<file path="src/pkg/mtt_pkg.sv">
// constants, register map and tone table for the melody tone timer
// assumes a single system clock; the prescaler taps arrive as levels
package mtt_pkg;

    ////////////////////////////////////////////////////////////////////////
    // register offsets on the plain register port
    localparam logic [3:0] MTT_OFS_FREQ = 4'h0;
    localparam logic [3:0] MTT_OFS_CTRL = 4'h1;
    localparam logic [3:0] MTT_OFS_PERIOD = 4'h2;
    localparam logic [3:0] MTT_OFS_FLAGS = 4'h3;
    localparam logic [3:0] MTT_OFS_MASK = 4'h4;
    localparam logic [3:0] MTT_OFS_COUNT = 4'h5;

    // field positions
    localparam int MTT_BIT_TRISTATE = 3;
    localparam int MTT_BIT_SWITCH = 3;
    localparam int MTT_BIT_AUTO = 2;
    localparam int MTT_BIT_IRQ = 0;

    // values after reset
    localparam logic MTT_RST_TRISTATE = 1'b1;
    localparam logic [2:0] MTT_RST_CODE = 3'h0;
    localparam logic [1:0] MTT_RST_TAP_SEL = 2'h0;
    localparam logic [3:0] MTT_RST_PERIOD = 4'h0;

    // tap index on the prescaler bus for each select code
    localparam logic [2:0] MTT_TAP_SEL0 = 3'h3;
    localparam logic [2:0] MTT_TAP_SEL1 = 3'h5;
    localparam logic [2:0] MTT_TAP_SEL2 = 3'h7;
    localparam logic [2:0] MTT_TAP_SEL3 = 3'h1;

    // timer states, gray along idle, armed, running
    typedef enum logic [1:0] {
        MTT_IDLE = 2'b00,
        MTT_ARMED = 2'b01,
        MTT_RUN = 2'b11
    } mtt_state_e;

    // half period in system clocks for each tone code, zero means silence
    function automatic logic [3:0] mtt_half_period(input logic [2:0] code);
        logic [3:0] h;
        h = 4'h0;
        unique case (code)
            3'h0: h = 4'h0;
            3'h1: h = 4'h4;
            3'h2: h = 4'h5;
            3'h3: h = 4'h6;
            3'h4: h = 4'h7;
            3'h5: h = 4'h8;
            3'h6: h = 4'hA;
            3'h7: h = 4'hC;
        endcase
        return h;
    endfunction

endpackage

</file>
<file path="src/pkg/mtt_tone_if.sv">
// carrier between the timer core and the tone divider
// assumes both ends sit on the same system clock
`timescale 1ns/10ps
interface mtt_tone_if;
    logic [2:0] tone_code;
    logic enable;
    logic wave;

    modport ctl (output tone_code, output enable, input wave);
    modport gen (input tone_code, input enable, output wave);
endinterface

</file>
<file path="src/design/mtt_top.sv">
// melody tone timer: tone divider, 4-bit timer, register port, pin
// assumes prescaler taps are asynchronous levels and a plain reg port
//
// Local design decisions: strobed register access and the address map.
`timescale 1ns/10ps
module mtt_top
    import mtt_pkg::*;
(
    // clock and reset
    input wire logic clk_in,
    input wire logic srst_in,
    // register port
    input wire logic [3:0] reg_addr_in,
    input wire logic [3:0] reg_wdata_in,
    input wire logic reg_wr_in,
    input wire logic reg_rd_in,
    output logic [3:0] reg_rdata_out,
    // prescaler taps
    input wire logic [7:0] prescaler_tap_in,
    // buzzer pin
    output logic tone_pin_out,
    output logic tone_pin_oe_out,
    // interrupt request line
    output logic tone_timer_irq_out
);

    ////////////////////////////////////////////////////////////////////////
    // declarations
    logic tone_pin_tristate_reg;
    logic [2:0] tone_code_reg;
    logic sw_tone_switch_reg;
    logic auto_reg;
    logic [1:0] timer_tap_select_reg;
    logic [3:0] period_reg;
    logic [3:0] count_reg;
    logic tail_reg;
    logic tone_timer_irq_reg;
    logic tone_timer_irq_mask_reg;
    logic [7:0] tap_meta_reg;
    logic [7:0] tap_sync_reg;
    logic tap_prev_reg;
    logic [3:0] rdata_reg;
    logic pin_reg;
    logic oe_reg;
    mtt_state_e state_reg;

    logic wr_freq;
    logic wr_ctrl;
    logic wr_period;
    logic wr_flags;
    logic wr_mask;
    logic tap_level;
    logic tick;
    logic hold_last;
    logic zero_evt;
    logic auto_start;
    logic timer_active;
    logic sounding;

    mtt_tone_if tone_bus ();

    ////////////////////////////////////////////////////////////////////////
    // write decode
    assign wr_freq = reg_wr_in && reg_addr_in == MTT_OFS_FREQ;
    assign wr_ctrl = reg_wr_in && reg_addr_in == MTT_OFS_CTRL;
    assign wr_period = reg_wr_in && reg_addr_in == MTT_OFS_PERIOD;
    assign wr_flags = reg_wr_in && reg_addr_in == MTT_OFS_FLAGS;
    assign wr_mask = reg_wr_in && reg_addr_in == MTT_OFS_MASK;

    // frequency select and pin tristate bit
    always_ff @(posedge clk_in) begin
        if (srst_in) begin
            tone_pin_tristate_reg <= MTT_RST_TRISTATE;
            tone_code_reg <= MTT_RST_CODE;
        end else if (wr_freq) begin
            tone_pin_tristate_reg <= reg_wdata_in[MTT_BIT_TRISTATE];
            tone_code_reg <= reg_wdata_in[2:0];
        end
    end

    // timer control: switch, auto bit, tap select
    always_ff @(posedge clk_in) begin
        if (srst_in) begin
            sw_tone_switch_reg <= 1'b0;
            auto_reg <= 1'b0;
            timer_tap_select_reg <= MTT_RST_TAP_SEL;
        end else if (wr_period && reg_wdata_in == 4'h0) begin
            auto_reg <= 1'b0;
        end else if (wr_ctrl) begin
            sw_tone_switch_reg <= reg_wdata_in[MTT_BIT_SWITCH];
            auto_reg <= reg_wdata_in[MTT_BIT_AUTO];
            timer_tap_select_reg <= reg_wdata_in[1:0];
        end
    end

    // period holding register, write only from software
    always_ff @(posedge clk_in) begin
        if (srst_in) begin
            period_reg <= MTT_RST_PERIOD;
        end else if (wr_period) begin
            period_reg <= reg_wdata_in;
        end
    end

    ////////////////////////////////////////////////////////////////////////
    // two-flop synchroniser on every tap; the taps come from elsewhere
    always_ff @(posedge clk_in) begin
        if (srst_in) begin
            tap_meta_reg <= 8'h00;
            tap_sync_reg <= 8'h00;
        end else begin
            tap_meta_reg <= prescaler_tap_in;
            tap_sync_reg <= tap_meta_reg;
        end
    end

    // tap multiplexer; switching it mid-run may give a stray edge
    always_comb begin
        tap_level = 1'b0;
        unique case (timer_tap_select_reg)
            2'h0: tap_level = tap_sync_reg[MTT_TAP_SEL0];
            2'h1: tap_level = tap_sync_reg[MTT_TAP_SEL1];
            2'h2: tap_level = tap_sync_reg[MTT_TAP_SEL2];
            2'h3: tap_level = tap_sync_reg[MTT_TAP_SEL3];
        endcase
    end

    // rising edge of the chosen tap is the only timer advance
    always_ff @(posedge clk_in) begin
        if (srst_in) begin
            tap_prev_reg <= 1'b0;
        end else begin
            tap_prev_reg <= tap_level;
        end
    end

    assign tick = tap_level && !tap_prev_reg;

    ////////////////////////////////////////////////////////////////////////
    // timer events
    // after auto falls mid-run the last period gets one extra tick
    assign hold_last = tail_reg && !auto_reg;
    assign zero_evt = tick && state_reg == MTT_RUN && count_reg == 4'h1
        && !hold_last && !wr_period;
    assign auto_start = wr_ctrl && reg_wdata_in[MTT_BIT_AUTO] && !auto_reg
        && period_reg != 4'h0 && state_reg != MTT_RUN;

    // timer state, count and the tail marker
    always_ff @(posedge clk_in) begin
        if (srst_in) begin
            state_reg <= MTT_IDLE;
            count_reg <= 4'h0;
            tail_reg <= 1'b0;
        end else if (wr_period && reg_wdata_in == 4'h0) begin
            state_reg <= MTT_IDLE;
            count_reg <= 4'h0;
            tail_reg <= 1'b0;
        end else if (wr_period) begin
            if (state_reg == MTT_IDLE) begin
                state_reg <= MTT_ARMED;
            end
        end else if (auto_start) begin
            state_reg <= MTT_RUN;
            count_reg <= period_reg;
            tail_reg <= 1'b0;
        end else begin
            if (wr_ctrl && auto_reg && !reg_wdata_in[MTT_BIT_AUTO]
                && state_reg == MTT_RUN) begin
                tail_reg <= 1'b1;
            end
            unique case (state_reg)
                MTT_IDLE: begin
                    count_reg <= 4'h0;
                end
                MTT_ARMED: begin
                    if (tick) begin
                        state_reg <= MTT_RUN;
                        count_reg <= period_reg;
                    end
                end
                MTT_RUN: begin
                    if (tick && count_reg == 4'h1 && hold_last) begin
                        tail_reg <= 1'b0;
                    end else if (tick && count_reg == 4'h1) begin
                        if (auto_reg) begin
                            count_reg <= period_reg;
                        end else begin
                            count_reg <= 4'h0;
                            state_reg <= MTT_IDLE;
                            tail_reg <= 1'b0;
                        end
                    end else if (tick) begin
                        count_reg <= count_reg - 4'h1;
                    end
                end
                // unused code: fall back to idle rather than hang
                default: begin
                    state_reg <= MTT_IDLE;
                end
            endcase
        end
    end

    ////////////////////////////////////////////////////////////////////////
    // request flag: set wins over a clear written in the same cycle
    always_ff @(posedge clk_in) begin
        if (srst_in) begin
            tone_timer_irq_reg <= 1'b0;
        end else if (zero_evt) begin
            tone_timer_irq_reg <= 1'b1;
        end else if (wr_flags && reg_wdata_in[MTT_BIT_IRQ]) begin
            tone_timer_irq_reg <= 1'b0;
        end
    end

    // mask bit: 1 lets the request reach the line
    always_ff @(posedge clk_in) begin
        if (srst_in) begin
            tone_timer_irq_mask_reg <= 1'b0;
        end else if (wr_mask) begin
            tone_timer_irq_mask_reg <= reg_wdata_in[MTT_BIT_IRQ];
        end
    end

    assign tone_timer_irq_out = tone_timer_irq_reg
        && tone_timer_irq_mask_reg;

    ////////////////////////////////////////////////////////////////////////
    // tone generation; silence still lets the timer run
    assign timer_active = state_reg == MTT_RUN && count_reg != 4'h0;
    assign sounding = timer_active || sw_tone_switch_reg;
    assign tone_bus.tone_code = tone_code_reg;
    assign tone_bus.enable = sounding;

    mtt_tone_div u_tone_div (
        .clk_in(clk_in),
        .srst_in(srst_in),
        .tone(tone_bus.gen)
    );

    // pin level and enable registered; idle pin level is zero
    always_ff @(posedge clk_in) begin
        if (srst_in) begin
            pin_reg <= 1'b0;
            oe_reg <= 1'b0;
        end else begin
            pin_reg <= sounding && tone_bus.wave;
            oe_reg <= !tone_pin_tristate_reg;
        end
    end

    assign tone_pin_out = pin_reg;
    assign tone_pin_oe_out = oe_reg;

    ////////////////////////////////////////////////////////////////////////
    // read data stands in the cycle after the strobe only
    always_ff @(posedge clk_in) begin
        if (srst_in || !reg_rd_in) begin
            rdata_reg <= 4'h0;
        end else begin
            unique case (reg_addr_in)
                MTT_OFS_FREQ: rdata_reg <= {tone_pin_tristate_reg,
                    tone_code_reg};
                MTT_OFS_CTRL: rdata_reg <= {sounding, auto_reg,
                    timer_tap_select_reg};
                MTT_OFS_FLAGS: rdata_reg <= {3'h0, tone_timer_irq_reg};
                MTT_OFS_MASK: rdata_reg <= {3'h0, tone_timer_irq_mask_reg};
                MTT_OFS_COUNT: rdata_reg <= count_reg;
                default: rdata_reg <= 4'h0;
            endcase
        end
    end

    assign reg_rdata_out = rdata_reg;

endmodule

</file>
<file path="src/design/mtt_tone_div.sv">
// tone divider: 50% square wave at the system clock over 8 .. 24
// assumes clk_in is the system clock and srst_in is synchronous
`timescale 1ns/10ps
module mtt_tone_div
    import mtt_pkg::*;
(
    // clock and reset
    input wire logic clk_in,
    input wire logic srst_in,
    // tone carrier
    mtt_tone_if.gen tone
);

    logic [3:0] cnt_reg;
    logic [3:0] half;
    logic wave_reg;

    ////////////////////////////////////////////////////////////////////////
    // half period lookup; wave toggles each half so duty stays even
    assign half = mtt_half_period(tone.tone_code);

    // divider counter restarts when idle so each burst begins low
    always_ff @(posedge clk_in) begin
        if (srst_in || !tone.enable || half == 4'h0) begin
            cnt_reg <= 4'h0;
            wave_reg <= 1'b0;
        end else if (cnt_reg == half - 4'h1) begin
            cnt_reg <= 4'h0;
            wave_reg <= ~wave_reg;
        end else begin
            cnt_reg <= cnt_reg + 4'h1;
        end
    end

    assign tone.wave = wave_reg;

endmodule

</file>
<file path="config.mk">
export PLATFORM = sky130hd
export DESIGN_NAME = mtt_top
export DESIGN_NICKNAME = d
export VERILOG_FILES = /design/src/pkg/mtt_pkg.sv /design/src/pkg/mtt_tone_if.sv /design/src/design/mtt_top.sv /design/src/design/mtt_tone_div.sv
export SDC_FILE = /design/constraint.sdc
export NUM_CORES = 1
export LEC_CHECK = 0
export ABC_CLOCK_PERIOD_IN_PS = 2900
export BUFFER_PORTS_ARGS = -buffer_cell sky130_fd_sc_hd__buf_2
export CORE_MARGIN = 2
export CORE_UTILIZATION = 45
export DETAILED_ROUTE_END_ITERATION = 6
export SYNTH_ARGS = -nofsm -noshare
export SYNTH_HDL_FRONTEND = slang
export SYNTH_HIERARCHICAL = 1
export SYNTH_SLANG_ARGS = --single-unit
</file>
<file path="constraint.sdc">
create_clock -name clk_in -period 2.9 [get_ports clk_in]
set_input_delay 0.145 -clock clk_in [delete_from_list [all_inputs] [get_ports clk_in]]
set_output_delay 0.145 -clock clk_in [all_outputs]
set_load 0.03 [all_outputs]
</file>
==> metrics.yaml <==
final_layout:
  nNetsFinal: 291
  areaGrowthSynthToFinish_pct: 12.7
  final_cell_area_sq_um: 2440
  fin_util_pct: 52.0
  drive_above_1_share_pct: 16.3
  regArea_sq_um: 821
  antenna_cells: 0
  multi_input_area_sq_um: 1260
  final_cell_count_no_fill: 318
  fillerInstances: 450
setup_path:
  cp_data_required_time_ns: 3.14
  worstSetupStartpoint: "tone_bus.tone_code[0]$_SDFFE_PP0P_"
  arrival_ns: 2.56
  critPathKind: "reg2reg"
  reg2reg_from: "tone_bus.tone_code[0]$_SDFFE_PP0P_"
  cp_max_fo: 8
  worstSetupStartpointType: "flop"
  rr_worst_depth: 7
  end_kind: "flop"
timing:
  worstMarginPinSlew_ns: 0.585
  slew_headroom_pct: 60.9
  fin_skew_ns: 0.00576
  drv_slew: 0
  period_share_pct: 80.0
  hold_viol_final: 0
  setup_tns_ns: 0
  rsz0062_at_grt: "false"
  fmax_mhz: 431
  layout_min_cycle_time_ns: 2.32
  setup_viol: 0
die:
  die_w_um: 73.4
  die-area_sq_um: 5380
  io_pins: 27
  die_y_um: 73.4
  initial_core_util_pct: 46.1
  rows: 25
  core_area_sq_um: 4690
power:
  peakVddDrop_mv: 0.270
  total_power_uw: 1220
  power_density_nw_per_um2: 499
  leakage_uw: 0.000911
yosys:
  synth-seq-cells: 41
  syn_nets: 272
  syn_area_per_cell_sq_um: 8.87
  synthFlopType: "dfxtp_1"
  syn_area_sq_um: 2160
  synth_edf_count: 0
  yosysSeqAreaShare_pct: 37.9
  yosys_warnings: 6
  syn_inst: 244
  synthDistinctLibCells: 49
  postSynth.asyncResetShare_pct: 0
detailed_routing:
  vias_per_cell: 5.62
  firstDrtPassIters: 4
  initialDrtViolationCount: 116
  routed_wl_um: 4520
  ant_nets: 0
  avgRoutedWirePerCell_um: 14.2
  route.vias.total: 1787
  route.detailed.drc: 0
clocking:
  cts.clk_slew.worst_paths_ns: 0.08
  cts_max_level: 2
  cts.repair.resized: 0
  cts_setup_buffers: 0
  clk_latency_ns: 0.30
  hold_buffers: 0
  cts_buffers: 5
  ctsRootBufferMaster: "clkbuf_8"
  cts_tree: "yes"
  clock_path_buffers: 2
  clkSinkCount: 41
global_routing:
  antenna_found_initial: 0
  gr-usage-all-layers_pct: 18.3
  grt_pass1_vias: 1672
  overflow: 0
  grt_max_degree: 29
  grt_first_pass_wirelength_um: 7610
placement:
  hpwl_um: 3330
  io_buffers: 22
  dp.cells: 310
  gp_congestion: 0.829
  place_area_sq_um: 2300
hold_path:
  hold_depth: 2
  hold_path_class: "in2reg"
  hold_start: "prescaler_tap_in[3]"
status:
  outcome: "complete, no violations"
run:
  cap_violations: 0
## critical path: stages (launching register included)
cell      delay (ns)
dfxtp_1         0.53
inv_1           0.14
ha_1            0.37
nand3b_2        0.12
mux2_4          0.31
o211a_2         0.14
or4_1           0.49
a21boi_1        0.14
## report_power, final
group          total [uW]  switching [uW]  internal (uW)
logic                78.0            45.3           32.7
clock network         559             213            347
registers             581            8.15            573
total                1220             266            952
## metal layers
| layer | share of wire, % | vias to the layer above | global-route usage [%] |
|---|---|---|---|
| met5 | 0 | - | 0 |
| met4 | 1.5 | 0 | 6.06 |
| met3 | 5.4 | 8 | 4.80 |
| met2 | 43 | 44 | 27.8 |
| li1 | - | 909 | - |
| met1 | 51 | 826 | 25.3 |
## cell usage after synthesis, types with 2 or more instances
library cell	instances	area share (%)
nand2b_1	4	1.2
o31ai_1	2	0.69
o21ai_0	10	2.3
nand3_1	9	2.1
a311oi_1	5	2.0
nor2b_1	10	2.9
buf_2	2	0.46
dfxtp_1	41	38
nand3b_1	5	1.7
a21oi_1	19	4.4
mux2i_1	11	5.1
a211oi_1	3	1.0
nor3b_1	2	0.69
o211ai_1	2	0.69
clkbuf_1	9	1.6
and2_1	3	0.87
nor2_1	20	3.5
a211o_1	2	0.81
xor2_1	3	1.2
nor4_1	2	0.58
mux4_2	2	2.1
inv_1	8	1.4
nor3_1	6	1.4
xnor2_1	6	2.4
or3_1	4	1.2
a31oi_1	3	0.87
ha_1	8	4.6
nor4b_1	3	1.2
nand2_1	19	3.3
a21o_1	2	0.69
## kinds of logic (layout without fill, tap and decap cells)
family,count (synthesis),after routing,synth area share [%]
and+or+nand+nor,98,98,25.0
AOI/OAI and AO/OA,54,54,17.1
DFF,41,41,37.9
buffers and inverters,20,40,3.93
muxes,14,14,7.86
xor gates and xnor gates,9,9,3.64
adders and majority gates,8,8,4.62
## metrics by stage
stage               setup slack (ns)  hold WS, ns
floorplan                      0.764        0.273
global placement               0.615        0.356
detailed placement             0.605        0.362
CTS                            0.566       0.0425
global route                   0.395       0.0483
finish                         0.580       0.0514
## final cells by class
class	count	share of cell area [%]
clock buffer	5	2.82
multi-input combinational	183	51.6
sequential	41	33.6
inverter	8	1.23
tap	54	2.77
clock inverter	3	2.82
timing repair buffer	24	5.13
## worst paths after layout
check | endpoint | slack [ns]
setup / recovery | u_tone_div/tone.wave$_SDFFE_PP0N_ | 0.58
hold / removal | tap_meta_reg[3]$_SDFF_PP0_ | 0.05
setup reg to reg | u_tone_div/tone.wave$_SDFFE_PP0N_ | 0.58
hold reg to reg | tap_sync_reg[7]$_SDFF_PP0_ | 0.44
## cells in the final DEF, fill, tap and decap left out, drive strengths merged, types with 2 or more instances in the layout
| cell | count |
|---|---|
| or3 | 5 |
| inv | 9 |
| mux2i | 11 |
| o21ai | 10 |
| xor2 | 3 |
| bufinv | 2 |
| a31oi | 3 |
| nand2 | 19 |
| a311oi | 5 |
| and2 | 4 |
| a21o | 2 |
| nand2b | 4 |
| buf | 24 |
| nor2b | 10 |
| nor3 | 6 |
| mux4 | 2 |
| nor4 | 2 |
| ha | 8 |
| o211ai | 3 |
| dfxtp | 41 |
| a211oi | 3 |
| nor3b | 2 |
| clkbuf | 5 |
| nand3 | 9 |
| nand3b | 6 |
| a21oi | 19 |
| xnor2 | 6 |
| o31ai | 2 |
| nor2 | 20 |
| nor4b | 3 |
| a211o | 2 |
Power figures use the tool's default switching activity.
